File: src/rtl/amcs_pkg.sv
// constants and types shared by the converter mode sequencer
package amcs_pkg;

	// -------------------------------------------------------------
	// mode register layout
	// -------------------------------------------------------------
	localparam logic [7:0] MODE_RESET = 8'h00;
	localparam int PWR_MSB = 4;
	localparam int PWR_LSB = 3;
	localparam int OP_MSB = 2;
	localparam int OP_LSB = 0;

	// power-mode field codes
	localparam logic [1:0] PWR_NORMAL = 2'h0;
	localparam logic [1:0] PWR_LOW = 2'h1;
	localparam logic [1:0] PWR_LOWPLUS = 2'h2;

	// operation-mode field codes
	localparam logic [2:0] OP_OFF = 3'h0;
	localparam logic [2:0] OP_CONT = 3'h1;
	localparam logic [2:0] OP_SINGLE = 3'h2;
	localparam logic [2:0] OP_IDLE = 3'h3;
	localparam logic [2:0] OP_SELF_OFFSET = 3'h4;
	localparam logic [2:0] OP_SELF_GAIN = 3'h5;
	localparam logic [2:0] OP_SYS_ZERO = 3'h6;
	localparam logic [2:0] OP_SYS_FULL = 3'h7;

	// current-channel gain codes
	localparam logic [3:0] GAIN_128 = 4'h7;
	localparam logic [3:0] GAIN_512 = 4'h9;

	// calibration input source select
	localparam logic [1:0] SRC_SIGNAL = 2'h0;
	localparam logic [1:0] SRC_INT_ZERO = 2'h1;
	localparam logic [1:0] SRC_INT_REF = 2'h2;
	localparam logic [1:0] SRC_EXTERNAL = 2'h3;

	// -------------------------------------------------------------
	// channels and data
	// -------------------------------------------------------------
	localparam int CH_N = 3;
	localparam int CH_I = 0;
	localparam int CH_V = 1;
	localparam int CH_T = 2;
	localparam int DATA_W = 16;
	localparam logic [15:0] CAL_RESET = 16'h0000;
	localparam logic [15:0] RESULT_RESET = 16'h0000;

	// -------------------------------------------------------------
	// timing
	// -------------------------------------------------------------
	localparam int CLK_PERIOD_NS = 4;
	localparam int CONV_CLK_PERIOD_NS = 1000;
	localparam int CONV_DIV_CYCLES = CONV_CLK_PERIOD_NS / CLK_PERIOD_NS;
	localparam int DIV_W = $clog2(CONV_DIV_CYCLES);
	localparam int CYC_W = 3;
	localparam logic [2:0] CONV_CYC_PLAIN = 3'h2;
	localparam logic [2:0] CONV_CYC_CHOP = 3'h3;
	localparam logic [2:0] SYS_CAL_CYC = 3'h3;

	typedef enum logic [1:0] {ST_LOAD, ST_STEADY, ST_BUSY} amcs_state_t;

endpackage

File: src/rtl/amcs_conv_if.sv
// handshake between the sequencer and the converter cycle timer
`timescale 1ns/1ps
interface amcs_conv_if (
	input wire logic clk, // system clock
	input wire logic reset // asynchronous reset, active high
);
	logic start;
	logic [amcs_pkg::CYC_W-1:0] cycles;
	logic busy;
	logic done;

	modport ctrl (input clk, input reset, output start, output cycles, input busy, input done);
	modport timer (input clk, input reset, input start, input cycles, output busy, output done);
endinterface

File: src/rtl/amcs_conv_timer.sv
// counts converter clock cycles for one conversion or calibration step
`timescale 1ns/1ps
module amcs_conv_timer (
	amcs_conv_if.timer bus // start, length, busy and done
);
	logic [amcs_pkg::DIV_W-1:0] div;
	logic [amcs_pkg::CYC_W-1:0] cnt;
	logic [amcs_pkg::CYC_W-1:0] len;
	logic [15:0] elapsed;
	logic div_wrap;

	assign div_wrap = (div == amcs_pkg::DIV_W'(amcs_pkg::CONV_DIV_CYCLES - 1));

	// a new start restarts the count; a step abandoned without a new start still runs on to done
	always_ff @(posedge bus.clk or posedge bus.reset)
	begin
		if (bus.reset)
		begin
			div <= '0;
			cnt <= '0;
			len <= '0;
			bus.busy <= 1'b0;
			bus.done <= 1'b0;
		end
		else
		begin
			bus.done <= 1'b0;
			if (bus.start)
			begin
				div <= '0;
				cnt <= bus.cycles;
				len <= bus.cycles;
				bus.busy <= 1'b1;
			end
			else if (bus.busy)
			begin
				div <= div_wrap ? '0 : div + 1'b1;
				if (div_wrap)
				begin
					cnt <= cnt - 1'b1;
					if (cnt == 3'h1)
					begin
						bus.busy <= 1'b0;
						bus.done <= 1'b1;
					end
				end
			end
		end
	end

	// -------------------------------------------------------------
	// assertions
	// -------------------------------------------------------------
	always_ff @(posedge bus.clk or posedge bus.reset)
	begin
		if (bus.reset)
			elapsed <= '0;
		else if (bus.start)
			elapsed <= 16'h0000;
		else if (bus.busy)
			elapsed <= elapsed + 1'b1;
	end
endmodule

File: src/rtl/amcs_mode_sequencer.sv
// mode and calibration sequencer for a three-channel sigma-delta converter
//
// Function
// - low-power-plus forces current gain 512
// - op 000 powers down converters and reference
// - op 001 converts enabled channels continuously
// - op 010 converts once, then goes idle
// - conversion takes two or three converter clocks
// - op 011 powered but held in reset
// - op 100 offset calibration on internal zero
// - offset calibration settles like one conversion
// - offset result written to offset register
// - offset end: idle, calibration and ready set
// - op 101 two-stage gain calibration, double time
// - gain result written to gain register
// - gain end: idle, calibration and ready set
// - factory coefficients load for voltage, temperature
// - op 110 system zero, three cycles, external
// - op 111 system full scale, external level
// - low power fixes gain 128, slow oscillator
// - mode register eight bits, resets zero
// - result read clears every ready bit
`timescale 1ns/1ps
module amcs_mode_sequencer (
	input wire logic clk, // system clock, 250 MHz
	input wire logic reset, // asynchronous reset, active high
	input wire logic mode_wr, // one-cycle write strobe of the mode register
	input wire logic [7:0] mode_wdata, // value written to the mode register
	input wire logic [3:0] gain_prog, // current-channel gain set by software
	input wire logic chop_en, // chopping active, lengthens a conversion
	input wire logic [amcs_pkg::CH_N-1:0] ch_en, // per-channel converter enable
	input wire logic [amcs_pkg::CH_N-1:0][amcs_pkg::DATA_W-1:0] sample, // modulator output
	input wire logic [amcs_pkg::DATA_W-1:0] factory_off_v, // stored voltage offset
	input wire logic [amcs_pkg::DATA_W-1:0] factory_gain_v, // stored voltage gain
	input wire logic [amcs_pkg::DATA_W-1:0] factory_off_t, // stored temperature offset
	input wire logic [amcs_pkg::DATA_W-1:0] factory_gain_t, // stored temperature gain
	input wire logic result_rd, // one-cycle pulse: software reads current result
	output logic [7:0] mode_reg, // converter mode register
	output logic [3:0] eff_gain, // gain applied to the current channel
	output logic lp_osc_sel, // converter clocked from low-power oscillator
	output logic ref_power_down, // internal reference powered down
	output logic [amcs_pkg::CH_N-1:0] conv_power_down, // converter powered down
	output logic conv_hold_reset, // converters powered but held in reset
	output logic conv_active, // a conversion or calibration step runs
	output logic [1:0] cal_source, // input select: signal, zero, reference, pins
	output logic [amcs_pkg::CH_N-1:0][amcs_pkg::DATA_W-1:0] offset_cal, // offset cal registers
	output logic [amcs_pkg::CH_N-1:0][amcs_pkg::DATA_W-1:0] gain_cal, // gain cal registers
	output logic [amcs_pkg::DATA_W-1:0] current_result, // current result register
	output logic [amcs_pkg::CH_N-1:0] ready, // per-channel result ready status
	output logic cal_status // calibration finished status
);

	// -------------------------------------------------------------
	// helpers
	// -------------------------------------------------------------
	function automatic logic [2:0] step_cycles(input logic [2:0] op_f, input logic chop_f);
		if (op_f == amcs_pkg::OP_SYS_ZERO || op_f == amcs_pkg::OP_SYS_FULL)
			return amcs_pkg::SYS_CAL_CYC;
		return chop_f ? amcs_pkg::CONV_CYC_CHOP : amcs_pkg::CONV_CYC_PLAIN;
	endfunction

	amcs_conv_if conv (.clk(clk), .reset(reset));
	amcs_conv_timer u_timer (.bus(conv.timer));

	amcs_pkg::amcs_state_t state;
	amcs_pkg::amcs_state_t next_state;
	logic next_start;
	logic stage;
	logic [amcs_pkg::CH_N-1:0][amcs_pkg::DATA_W-1:0] zero_sample;

	// -------------------------------------------------------------
	// decode
	// -------------------------------------------------------------
	wire logic [2:0] op;
	wire logic [1:0] pwr;
	wire logic op_runs;
	wire logic fin;
	wire logic done_cont;
	wire logic done_single;
	wire logic done_off;
	wire logic done_gain1;
	wire logic done_gain2;
	wire logic done_sz;
	wire logic done_sf;
	wire logic cal_end;
	wire logic [amcs_pkg::CH_N-1:0] set_ready;
	wire logic [3:0] next_gain;
	wire logic [1:0] next_source;

	assign op = mode_reg[amcs_pkg::OP_MSB:amcs_pkg::OP_LSB];
	assign pwr = mode_reg[amcs_pkg::PWR_MSB:amcs_pkg::PWR_LSB];
	assign op_runs = (op == amcs_pkg::OP_CONT) || (op == amcs_pkg::OP_SINGLE) || op[2];
	// a mode write during a step abandons it, so its result is never stored
	assign fin = (state == amcs_pkg::ST_BUSY) && conv.done && !mode_wr;
	assign done_cont = fin && (op == amcs_pkg::OP_CONT);
	assign done_single = fin && (op == amcs_pkg::OP_SINGLE);
	assign done_off = fin && (op == amcs_pkg::OP_SELF_OFFSET);
	assign done_gain1 = fin && (op == amcs_pkg::OP_SELF_GAIN) && !stage;
	assign done_gain2 = fin && (op == amcs_pkg::OP_SELF_GAIN) && stage;
	assign done_sz = fin && (op == amcs_pkg::OP_SYS_ZERO);
	assign done_sf = fin && (op == amcs_pkg::OP_SYS_FULL);
	assign cal_end = done_off || done_gain2 || done_sz || done_sf;
	assign set_ready = {amcs_pkg::CH_N{done_cont || done_single || cal_end}} & ch_en;
	assign next_gain = (pwr == amcs_pkg::PWR_LOWPLUS) ? amcs_pkg::GAIN_512 :
		(pwr == amcs_pkg::PWR_LOW) ? amcs_pkg::GAIN_128 : gain_prog;
	assign next_source = (op == amcs_pkg::OP_SELF_OFFSET) ? amcs_pkg::SRC_INT_ZERO :
		(op == amcs_pkg::OP_SELF_GAIN) ? (stage ? amcs_pkg::SRC_INT_REF :
		amcs_pkg::SRC_INT_ZERO) :
		op[2] && op[1] ? amcs_pkg::SRC_EXTERNAL : amcs_pkg::SRC_SIGNAL;

	assign conv.start = next_start;
	assign conv.cycles = step_cycles(op, chop_en);

	// -------------------------------------------------------------
	// sequencer
	// -------------------------------------------------------------
	always_comb
	begin
		next_state = state;
		next_start = 1'b0;
		unique case (state)
			amcs_pkg::ST_LOAD:
				next_state = amcs_pkg::ST_STEADY;
			amcs_pkg::ST_STEADY:
				if (!mode_wr && op_runs && (ch_en != '0))
				begin
					next_start = 1'b1;
					next_state = amcs_pkg::ST_BUSY;
				end
			amcs_pkg::ST_BUSY:
				if (mode_wr)
					next_state = amcs_pkg::ST_STEADY;
				else if (done_cont || done_gain1)
					next_start = 1'b1;
				else if (fin)
					next_state = amcs_pkg::ST_STEADY;
		endcase
	end

	always_ff @(posedge clk or posedge reset)
	begin
		if (reset)
		begin
			state <= amcs_pkg::ST_LOAD;
			stage <= 1'b0;
			conv_active <= 1'b0;
		end
		else
		begin
			state <= next_state;
			conv_active <= (next_state == amcs_pkg::ST_BUSY);
			stage <= done_gain1 ? 1'b1 : (mode_wr || cal_end) ? 1'b0 : stage;
		end
	end

	// -------------------------------------------------------------
	// mode register and power controls
	// -------------------------------------------------------------
	always_ff @(posedge clk or posedge reset)
	begin
		if (reset)
			mode_reg <= amcs_pkg::MODE_RESET;
		else if (mode_wr)
			mode_reg <= mode_wdata;
		else if (done_single || cal_end)
			mode_reg[amcs_pkg::OP_MSB:amcs_pkg::OP_LSB] <= amcs_pkg::OP_IDLE;
	end

	always_ff @(posedge clk or posedge reset)
	begin
		if (reset)
		begin
			eff_gain <= 4'h0;
			lp_osc_sel <= 1'b0;
			ref_power_down <= 1'b1;
			conv_power_down <= '1;
			conv_hold_reset <= 1'b0;
			cal_source <= amcs_pkg::SRC_SIGNAL;
		end
		else
		begin
			eff_gain <= next_gain;
			lp_osc_sel <= (pwr == amcs_pkg::PWR_LOW);
			ref_power_down <= (op == amcs_pkg::OP_OFF);
			conv_power_down <= {amcs_pkg::CH_N{op == amcs_pkg::OP_OFF}} | ~ch_en;
			conv_hold_reset <= (op == amcs_pkg::OP_IDLE);
			cal_source <= next_source;
		end
	end

	// -------------------------------------------------------------
	// results, calibration registers, status
	// -------------------------------------------------------------
	// voltage and temperature coefficients come from nonvolatile storage
	// once, in the first cycle after reset; the current channel starts at zero
	always_ff @(posedge clk or posedge reset)
	begin
		if (reset)
		begin
			offset_cal <= {amcs_pkg::CH_N{amcs_pkg::CAL_RESET}};
			gain_cal <= {amcs_pkg::CH_N{amcs_pkg::CAL_RESET}};
			zero_sample <= {amcs_pkg::CH_N{amcs_pkg::CAL_RESET}};
		end
		else if (state == amcs_pkg::ST_LOAD)
		begin
			offset_cal[amcs_pkg::CH_V] <= factory_off_v;
			gain_cal[amcs_pkg::CH_V] <= factory_gain_v;
			offset_cal[amcs_pkg::CH_T] <= factory_off_t;
			gain_cal[amcs_pkg::CH_T] <= factory_gain_t;
		end
		else
		begin
			for (int c = 0; c < amcs_pkg::CH_N; c++)
			begin
				if (ch_en[c])
				begin
					if (done_off || done_sz)
						offset_cal[c] <= sample[c];
					if (done_gain1)
						zero_sample[c] <= sample[c];
					if (done_gain2)
						gain_cal[c] <= sample[c] - zero_sample[c];
					if (done_sf)
						gain_cal[c] <= sample[c];
				end
			end
		end
	end

	// a new result or calibration end wins over a read in the same cycle
	always_ff @(posedge clk or posedge reset)
	begin
		if (reset)
		begin
			current_result <= amcs_pkg::RESULT_RESET;
			ready <= '0;
			cal_status <= 1'b0;
		end
		else
		begin
			if ((done_cont || done_single) && ch_en[amcs_pkg::CH_I])
				current_result <= sample[amcs_pkg::CH_I];
			ready <= set_ready | (result_rd ? '0 : ready);
			cal_status <= cal_end | (mode_wr ? 1'b0 : cal_status);
		end
	end
endmodule

File: config.mk
export PLATFORM = sky130hd
export DESIGN_NAME = amcs_mode_sequencer
export DESIGN_NICKNAME = d
export VERILOG_FILES = /design/src/rtl/amcs_pkg.sv /design/src/rtl/amcs_conv_if.sv /design/src/rtl/amcs_conv_timer.sv /design/src/rtl/amcs_mode_sequencer.sv
export SDC_FILE = /design/constraint.sdc
export NUM_CORES = 1
export LEC_CHECK = 0
export BUFFER_PORTS_ARGS = -buffer_cell sky130_fd_sc_hd__buf_2
export CAP_MARGIN = 20
export CORE_ASPECT_RATIO = 0.8
export CORE_MARGIN = 5
export CORE_UTILIZATION = 50
export CTS_BUF_LIST = sky130_fd_sc_hd__clkbuf_4 sky130_fd_sc_hd__clkbuf_8 sky130_fd_sc_hd__clkbuf_16
export CTS_CLUSTER_SIZE = 30
export DETAILED_ROUTE_END_ITERATION = 10
export GPL_TIMING_DRIVEN = 0
export PLACE_DENSITY_LB_ADDON = 0.2
export SLEW_MARGIN = 25
export SYNTH_ARGS = -nofsm -noshare
export SYNTH_HDL_FRONTEND = slang
export SYNTH_SLANG_ARGS = --single-unit
File: constraint.sdc
create_clock -name clk -period 19.6 [get_ports clk]
set_clock_uncertainty 0.1 [all_clocks]
set_input_delay 2.94 -clock clk [delete_from_list [all_inputs] [get_ports clk]]
set_output_delay 2.94 -clock clk [all_outputs]
set_load 0.005 [all_outputs]
==> flow_summary.ini, run 1 <==
[synthesis]
dominantRegCellSynth = dfrtp_1
synthXorXnorAreaFrac = 0.0293
synth_mux_area_frac = 0.112
synth-compound-area-share = 0.158
synth_fa_ha_area_frac = 0.0661
synth-edff-count = 0
syn_nets = 1299
synth-seq-cells = 201
syn_inst = 1112
synth_top_family_by_area = compound AO/OA/AOI/OAI gates
ys_types = 77
yosys.area_share.simple = 0.133
synth_area_um2 = 11100
avgSynthCellArea_um2 = 9.94
ys_seq_area_frac = 0.455
yosysWarnings = 0
synthArstFlopShare = 1.00

[floorplanning]
die_x_um = 176
initial_core_util = 0.510
coreArea_um2 = 21700
rows = 48
fp.dieH_um = 143
io_pins = 269
die_area_um2 = 25200

[global_route]
grt_usage = 0.247
first_global_vias = 9348
grt_max_degree = 84
antenna_found_initial = 2
grt-ovfl-total = 0
grt_pass1_wl_um = 50300

[power]
power_density_nw_per_um2 = 107
vdd_drop_max_v = 0.0000655
power.internal_mw = 0.958
pwr-share-comb = 0.330
p_switching_mw = 0.496
switching_share = 0.341
power.leakage_nw = 6.76
power_frac_clock = 0.298
p_seq_frac = 0.372

[clocking]
cts-buffers-inserted = 22
ctsResizeCount = 0
cts_hold_buf = 0
cts_tree = built
postCtsSetupRepairBufs = 0
cts_root_buf = clkbuf_16
clock_latency_ps = 500
clock_sink_count = 201
clk_path_buf_depth = 3
cts.clk_slew.worst_paths_ps = 60
h-tree-depth = 1

[timing]
setup_viol = 0
final.setup.worst_slack_ps = 14640
tightestPinTransition_ps = 903
fmax_mhz = 201
hold_violations = 0
period_share = 0.253
rsz0062_at_grt = false
holdWs_ps = 375
fin_crit_ps = 4970
slew-limit-headroom = 0.393
tns_ps = 0
slew_viol_final = 0

[worst_hold_path]
hold_path.class = flip-flop to flip-flop

[worst_setup_path]
critPathArrivalTime_ps = 5230
max_stage_delay_ps = 590
cp_max_fo = 4
crit_required_ps = 19860
critical_path_class = input pin to flip-flop
cp-end-kind = flip-flop
r2r_slack_ps = 16600
crit_family = compound AO/OA/AOI/OAI gates
crit_slowest_cell = a2111oi_0
start_kind = input pin
crit_chain = buf_2, inv_1, ha_1, fa_1, nor2b_1, o31ai_2, a211oi_1, nor2_1, a2111oi_0, o31ai_1
cp_num_buf_inv = 2

[drt]
drtIter0Drc = 605
wl_per_cell_um = 18.4
dr_total_vias = 9465
firstDrtPassIters = 5
wl_um = 31700
vias_per_cell = 5.50
drt.antenna.violating_nets = 0
drc_errors = 0

[placement]
pre_cts_ws_ps = 14180
io_buffers = 265
routabilityCongestion = 0.926
dpl.hpwl_um = 23900

[run]
cap_violations = 0

[cells_and_area]
nets = 1590
num-fill-cells = 1865
syn_to_final_growth_pct = 22.9
reg_top3 = gain_cal x48, offset_cal x48, zero_sample x48
post_route_cells_drive_above_1_share = 0.286

[status]
status = finished, final reports clean
synthesized netlist by cell type, types with 22 or more instances:
library cell / number / area (µm²)
dfrtp_1: 197 / 4930
nand2_1: 124 / 465
nor2_1: 78 / 293
o21ai_0: 76 / 380
inv_1: 70 / 263
a21oi_1: 66 / 330
mux2_2: 55 / 619
ha_1: 52 / 651
mux2i_1: 35 / 350
clkbuf_1: 28 / 105
mux2_1: 24 / 270
xnor2_1: 22 / 193
placed cells by master (no fill, tap or decap), drive strengths merged, types with 14 or more instances in the layout:
cell type / n
buf: 284
dfrtp: 197
nand2: 124
o21ai: 84
nor2: 80
mux2: 79
inv: 72
clkbuf: 67
a21oi: 66
ha: 52
mux2i: 35
xnor2: 22
nor3: 19
a31oi: 19
xor2: 15
nand3: 15
o21a: 15
nor2b: 15
a21o: 14
worst reg2reg max path: stages, from the launching register on:
cell,delay [ps]
dfrtp_1,390
inv_1,100
ha_1,260
clkbuf_1,470
clkbuf_1,490
buf_1,680
mux2i_1,270
o21ai_0,90
final cells by class:
cell class / count / area, µm² / share of cell area
Sequential cell: 201 / 5030 / 0.371
Inverter: 72 / 278 / 0.0204
Buffer: 49 / 240 / 0.0177
Clock buffer: 35 / 691 / 0.0508
Tap cell: 300 / 375 / 0.0276
Timing Repair Buffer: 267 / 1380 / 0.102
Antenna cell: 2 / 5.00 / 0.000368
Clock inverter: 4 / 70.1 / 0.00516
Multi-Input combinational cell: 790 / 5510 / 0.406
cells by family (layout without fill, tap and decap cells):
family,Yosys count,in the layout
muxes,114,114
buffers and inverters,121,427
and+or+nand+nor,306,306
AOI/OAI and AO/OA,276,276
other,0,2
adders and majority gates,57,57
xor gates and xnor gates,37,37
DFF,201,201
stage by stage:
| step | instance area [µm²] | util | power (mW) | cells |
|---|---|---|---|---|
| finish | 13600 | 0.627 | 1.45 | 1720 |
| detailed placement | 12800 | 0.591 | 1.03 | 1679 |
| CTS | 13600 | 0.626 | 1.47 | 1718 |
| global placement | 12800 | 0.588 | 1.02 | 1677 |
| global route | 13600 | 0.627 | 1.54 | 1720 |
| floorplan | 11100 | - | 0.829 | 1112 |
path summary, 6_finish.rpt:
| check | from | end | depth (start not counted) |
|---|---|---|---|
| min in group asynchronous | reset | lp_osc_sel | 2 |
| hold / removal | offset_cal[17] | offset_cal[17] | 2 |
| setup / recovery | sample[32] | gain_cal[42] | 10 |
| setup reg to reg | state[0] | offset_cal[34] | 7 |
| hold reg to reg | offset_cal[17] | offset_cal[17] | 2 |
| max in group asynchronous | reset | gain_cal[4] | 3 |
power by group through the flow:
stage	Sequential (mW)	Clock, mW	Combinational [mW]
floorplan	0.552	0	0.276
global placement	0.545	0	0.471
detailed placement	0.548	0	0.481
CTS	0.541	0.444	0.482
global route	0.552	0.458	0.534
finish	0.541	0.433	0.480
per-layer routing:
layer  share of wire  track usage  wire [µm]  vias up
li1                -            -          -     4532
met1            0.44        0.344      14100     4571
met2            0.45        0.399      14400      321
met3           0.080       0.0551       2540       41
met4           0.022       0.0558        692        0
met5               0            0          0        -
Note: power is estimated with default switching activity, not from simulation.
==> run 2, diff against run 1 <==
==> constraint.sdc (replaced) <==
create_clock -name clk -period 4.88 [get_ports clk]
set_clock_uncertainty 0.1 [all_clocks]
set_input_delay 0.732 -clock clk [delete_from_list [all_inputs] [get_ports clk]]
set_output_delay 0.732 -clock clk [all_outputs]
set_load 0.005 [all_outputs]
==> flow_summary.ini, run 2 (same netlist as run 1, synthesis figures left out) <==
[worst_setup_path]
start_kind = flip-flop
cp_max_fo = 10
critical_path_class = flip-flop to flip-flop
cp-end-kind = flip-flop
crit_required_ps = 5160
critPathArrivalTime_ps = 3310

[worst_hold_path]
hold_path.class = input pin to async pin

[timing]
tns_ps = 0
slew_viol_final = 0
fmax_mhz = 331
period_share = 0.619
setup_viol = 0
tightestPinTransition_ps = 936
fin_crit_ps = 3020
hold_violations = 0
rsz0062_at_grt = false
slew-limit-headroom = 0.371
final.setup.worst_slack_ps = 1860
holdWs_ps = 95.9

[global_route]
grt_max_degree = 32
first_global_vias = 9333
grt-ovfl-total = 0
grt_pass1_wl_um = 50000
grt_usage = 0.246
antenna_found_initial = 2

[clocking]
h-tree-depth = 1
postCtsSetupRepairBufs = 0
clock_sink_count = 201
ctsResizeCount = 0
cts_tree = built
cts_root_buf = clkbuf_16
clk_path_buf_depth = 3
cts-buffers-inserted = 22
cts_hold_buf = 0
clock_latency_ps = 500
cts.clk_slew.worst_paths_ps = 60

[cells_and_area]
syn_to_final_growth_pct = 23.4
nets = 1595
mostFrequentLayoutCells = buf_2 (278), dfrtp_1 (197), nand2_1 (124)
reg_top3 = gain_cal x48, offset_cal x48, zero_sample x48
instances_no_fill = 1724
fin_area_um2 = 13600
layout_commonest_cell = buf_2
post_route_cells_drive_above_1_share = 0.288

[status]
status = finished, final reports clean

[power]
power.internal_mw = 3.79
pwr-share-comb = 0.337
switching_share = 0.345
p_switching_mw = 1.99
power.leakage_nw = 6.78
p_seq_frac = 0.376
power_frac_clock = 0.287
power_density_nw_per_um2 = 424
vdd_drop_max_v = 0.000241

[placement]
dp.cells = 1684
place_area_um2 = 12900
pre_cts_ws_ps = 1700
dpl.hpwl_um = 23900
routabilityCongestion = 0.897
io_buffers = 265

[drt]
wl_per_cell_um = 18.2
firstDrtPassIters = 4
drt.antenna.violating_nets = 0
dr_total_vias = 9416
wl_um = 31400
vias_per_cell = 5.46
drc_errors = 0
drtIter0Drc = 783

[floorplanning]
fp.dieH_um = 143
coreArea_um2 = 21700
die_x_um = 176
initial_core_util = 0.510
rows = 48
io_pins = 269
die_area_um2 = 25200

[run]
cap_violations = 0
run 2: cell types whose count changed in the layout (fill, tap and decap cells not counted), sizes merged:
cell,change
buf,+5
bufinv,-1
clkbuf,-1
clkinv,+1
clkinvlp,+1
inv,-1
run 2: layout make-up:
class	instances	area (µm²)
antenna	2	5.00
tap	300	375
clock buffer	34	683
buffer	49	240
inverter	72	274
timing repair buffer	272	1470
sequential	201	5030
fill	1826	8040
multi-input combinational	790	5510
clock inverter	4	45.0
run 2: final timing paths:
| path | startpoint | endpoint | slack [ps] | cells after the start |
|---|---|---|---|---|
| setup / recovery | state[0] | gain_cal[24] | 1860 | 7 |
| hold / removal | reset | offset_cal[44] | 100 | 2 |
| setup reg to reg | state[0] | gain_cal[24] | 1860 | 7 |
| hold reg to reg | offset_cal[36] | offset_cal[36] | 380 | 2 |
| max in group asynchronous | reset | zero_sample[20] | 3660 | 5 |
| min in group clk | gain_prog[0] | eff_gain[0] | 320 | 2 |
run 2: stage by stage:
| stage | utilization | power [mW] |
|---|---|---|
| floorplan | - | 3.33 |
| global placement | 0.589 | 4.09 |
| detailed placement | 0.595 | 4.15 |
| CTS | 0.629 | 5.84 |
| global route | 0.629 | 6.16 |
| finish | 0.629 | 5.79 |
run 2: routing by layer:
layer	vias to the layer above	wire length, µm	track usage
met1	4496	14200	0.346
li1	4541	-	-
met3	38	2620	0.0611
met2	341	13900	0.381
met5	-	0	0
met4	0	722	0.0701
run 2: power by group through the flow:
stage          combinational, mW  sequential (mW)  clock, mW
2_1_floorplan               1.11             2.22          0
3_3_place_gp                1.90             2.19          0
3_5_place_dp                1.95             2.20          0
4_1_cts                     1.95             2.17       1.71
5_1_grt                     2.16             2.22       1.79
6_report                    1.95             2.17       1.66
run 2: critical path, cell delays in order (launching register included):
cell,delay (ps)
dfrtp_1,390
inv_1,110
ha_1,260
clkbuf_1,460
clkbuf_1,490
buf_1,710
nor3_1,140
a221oi_1,250
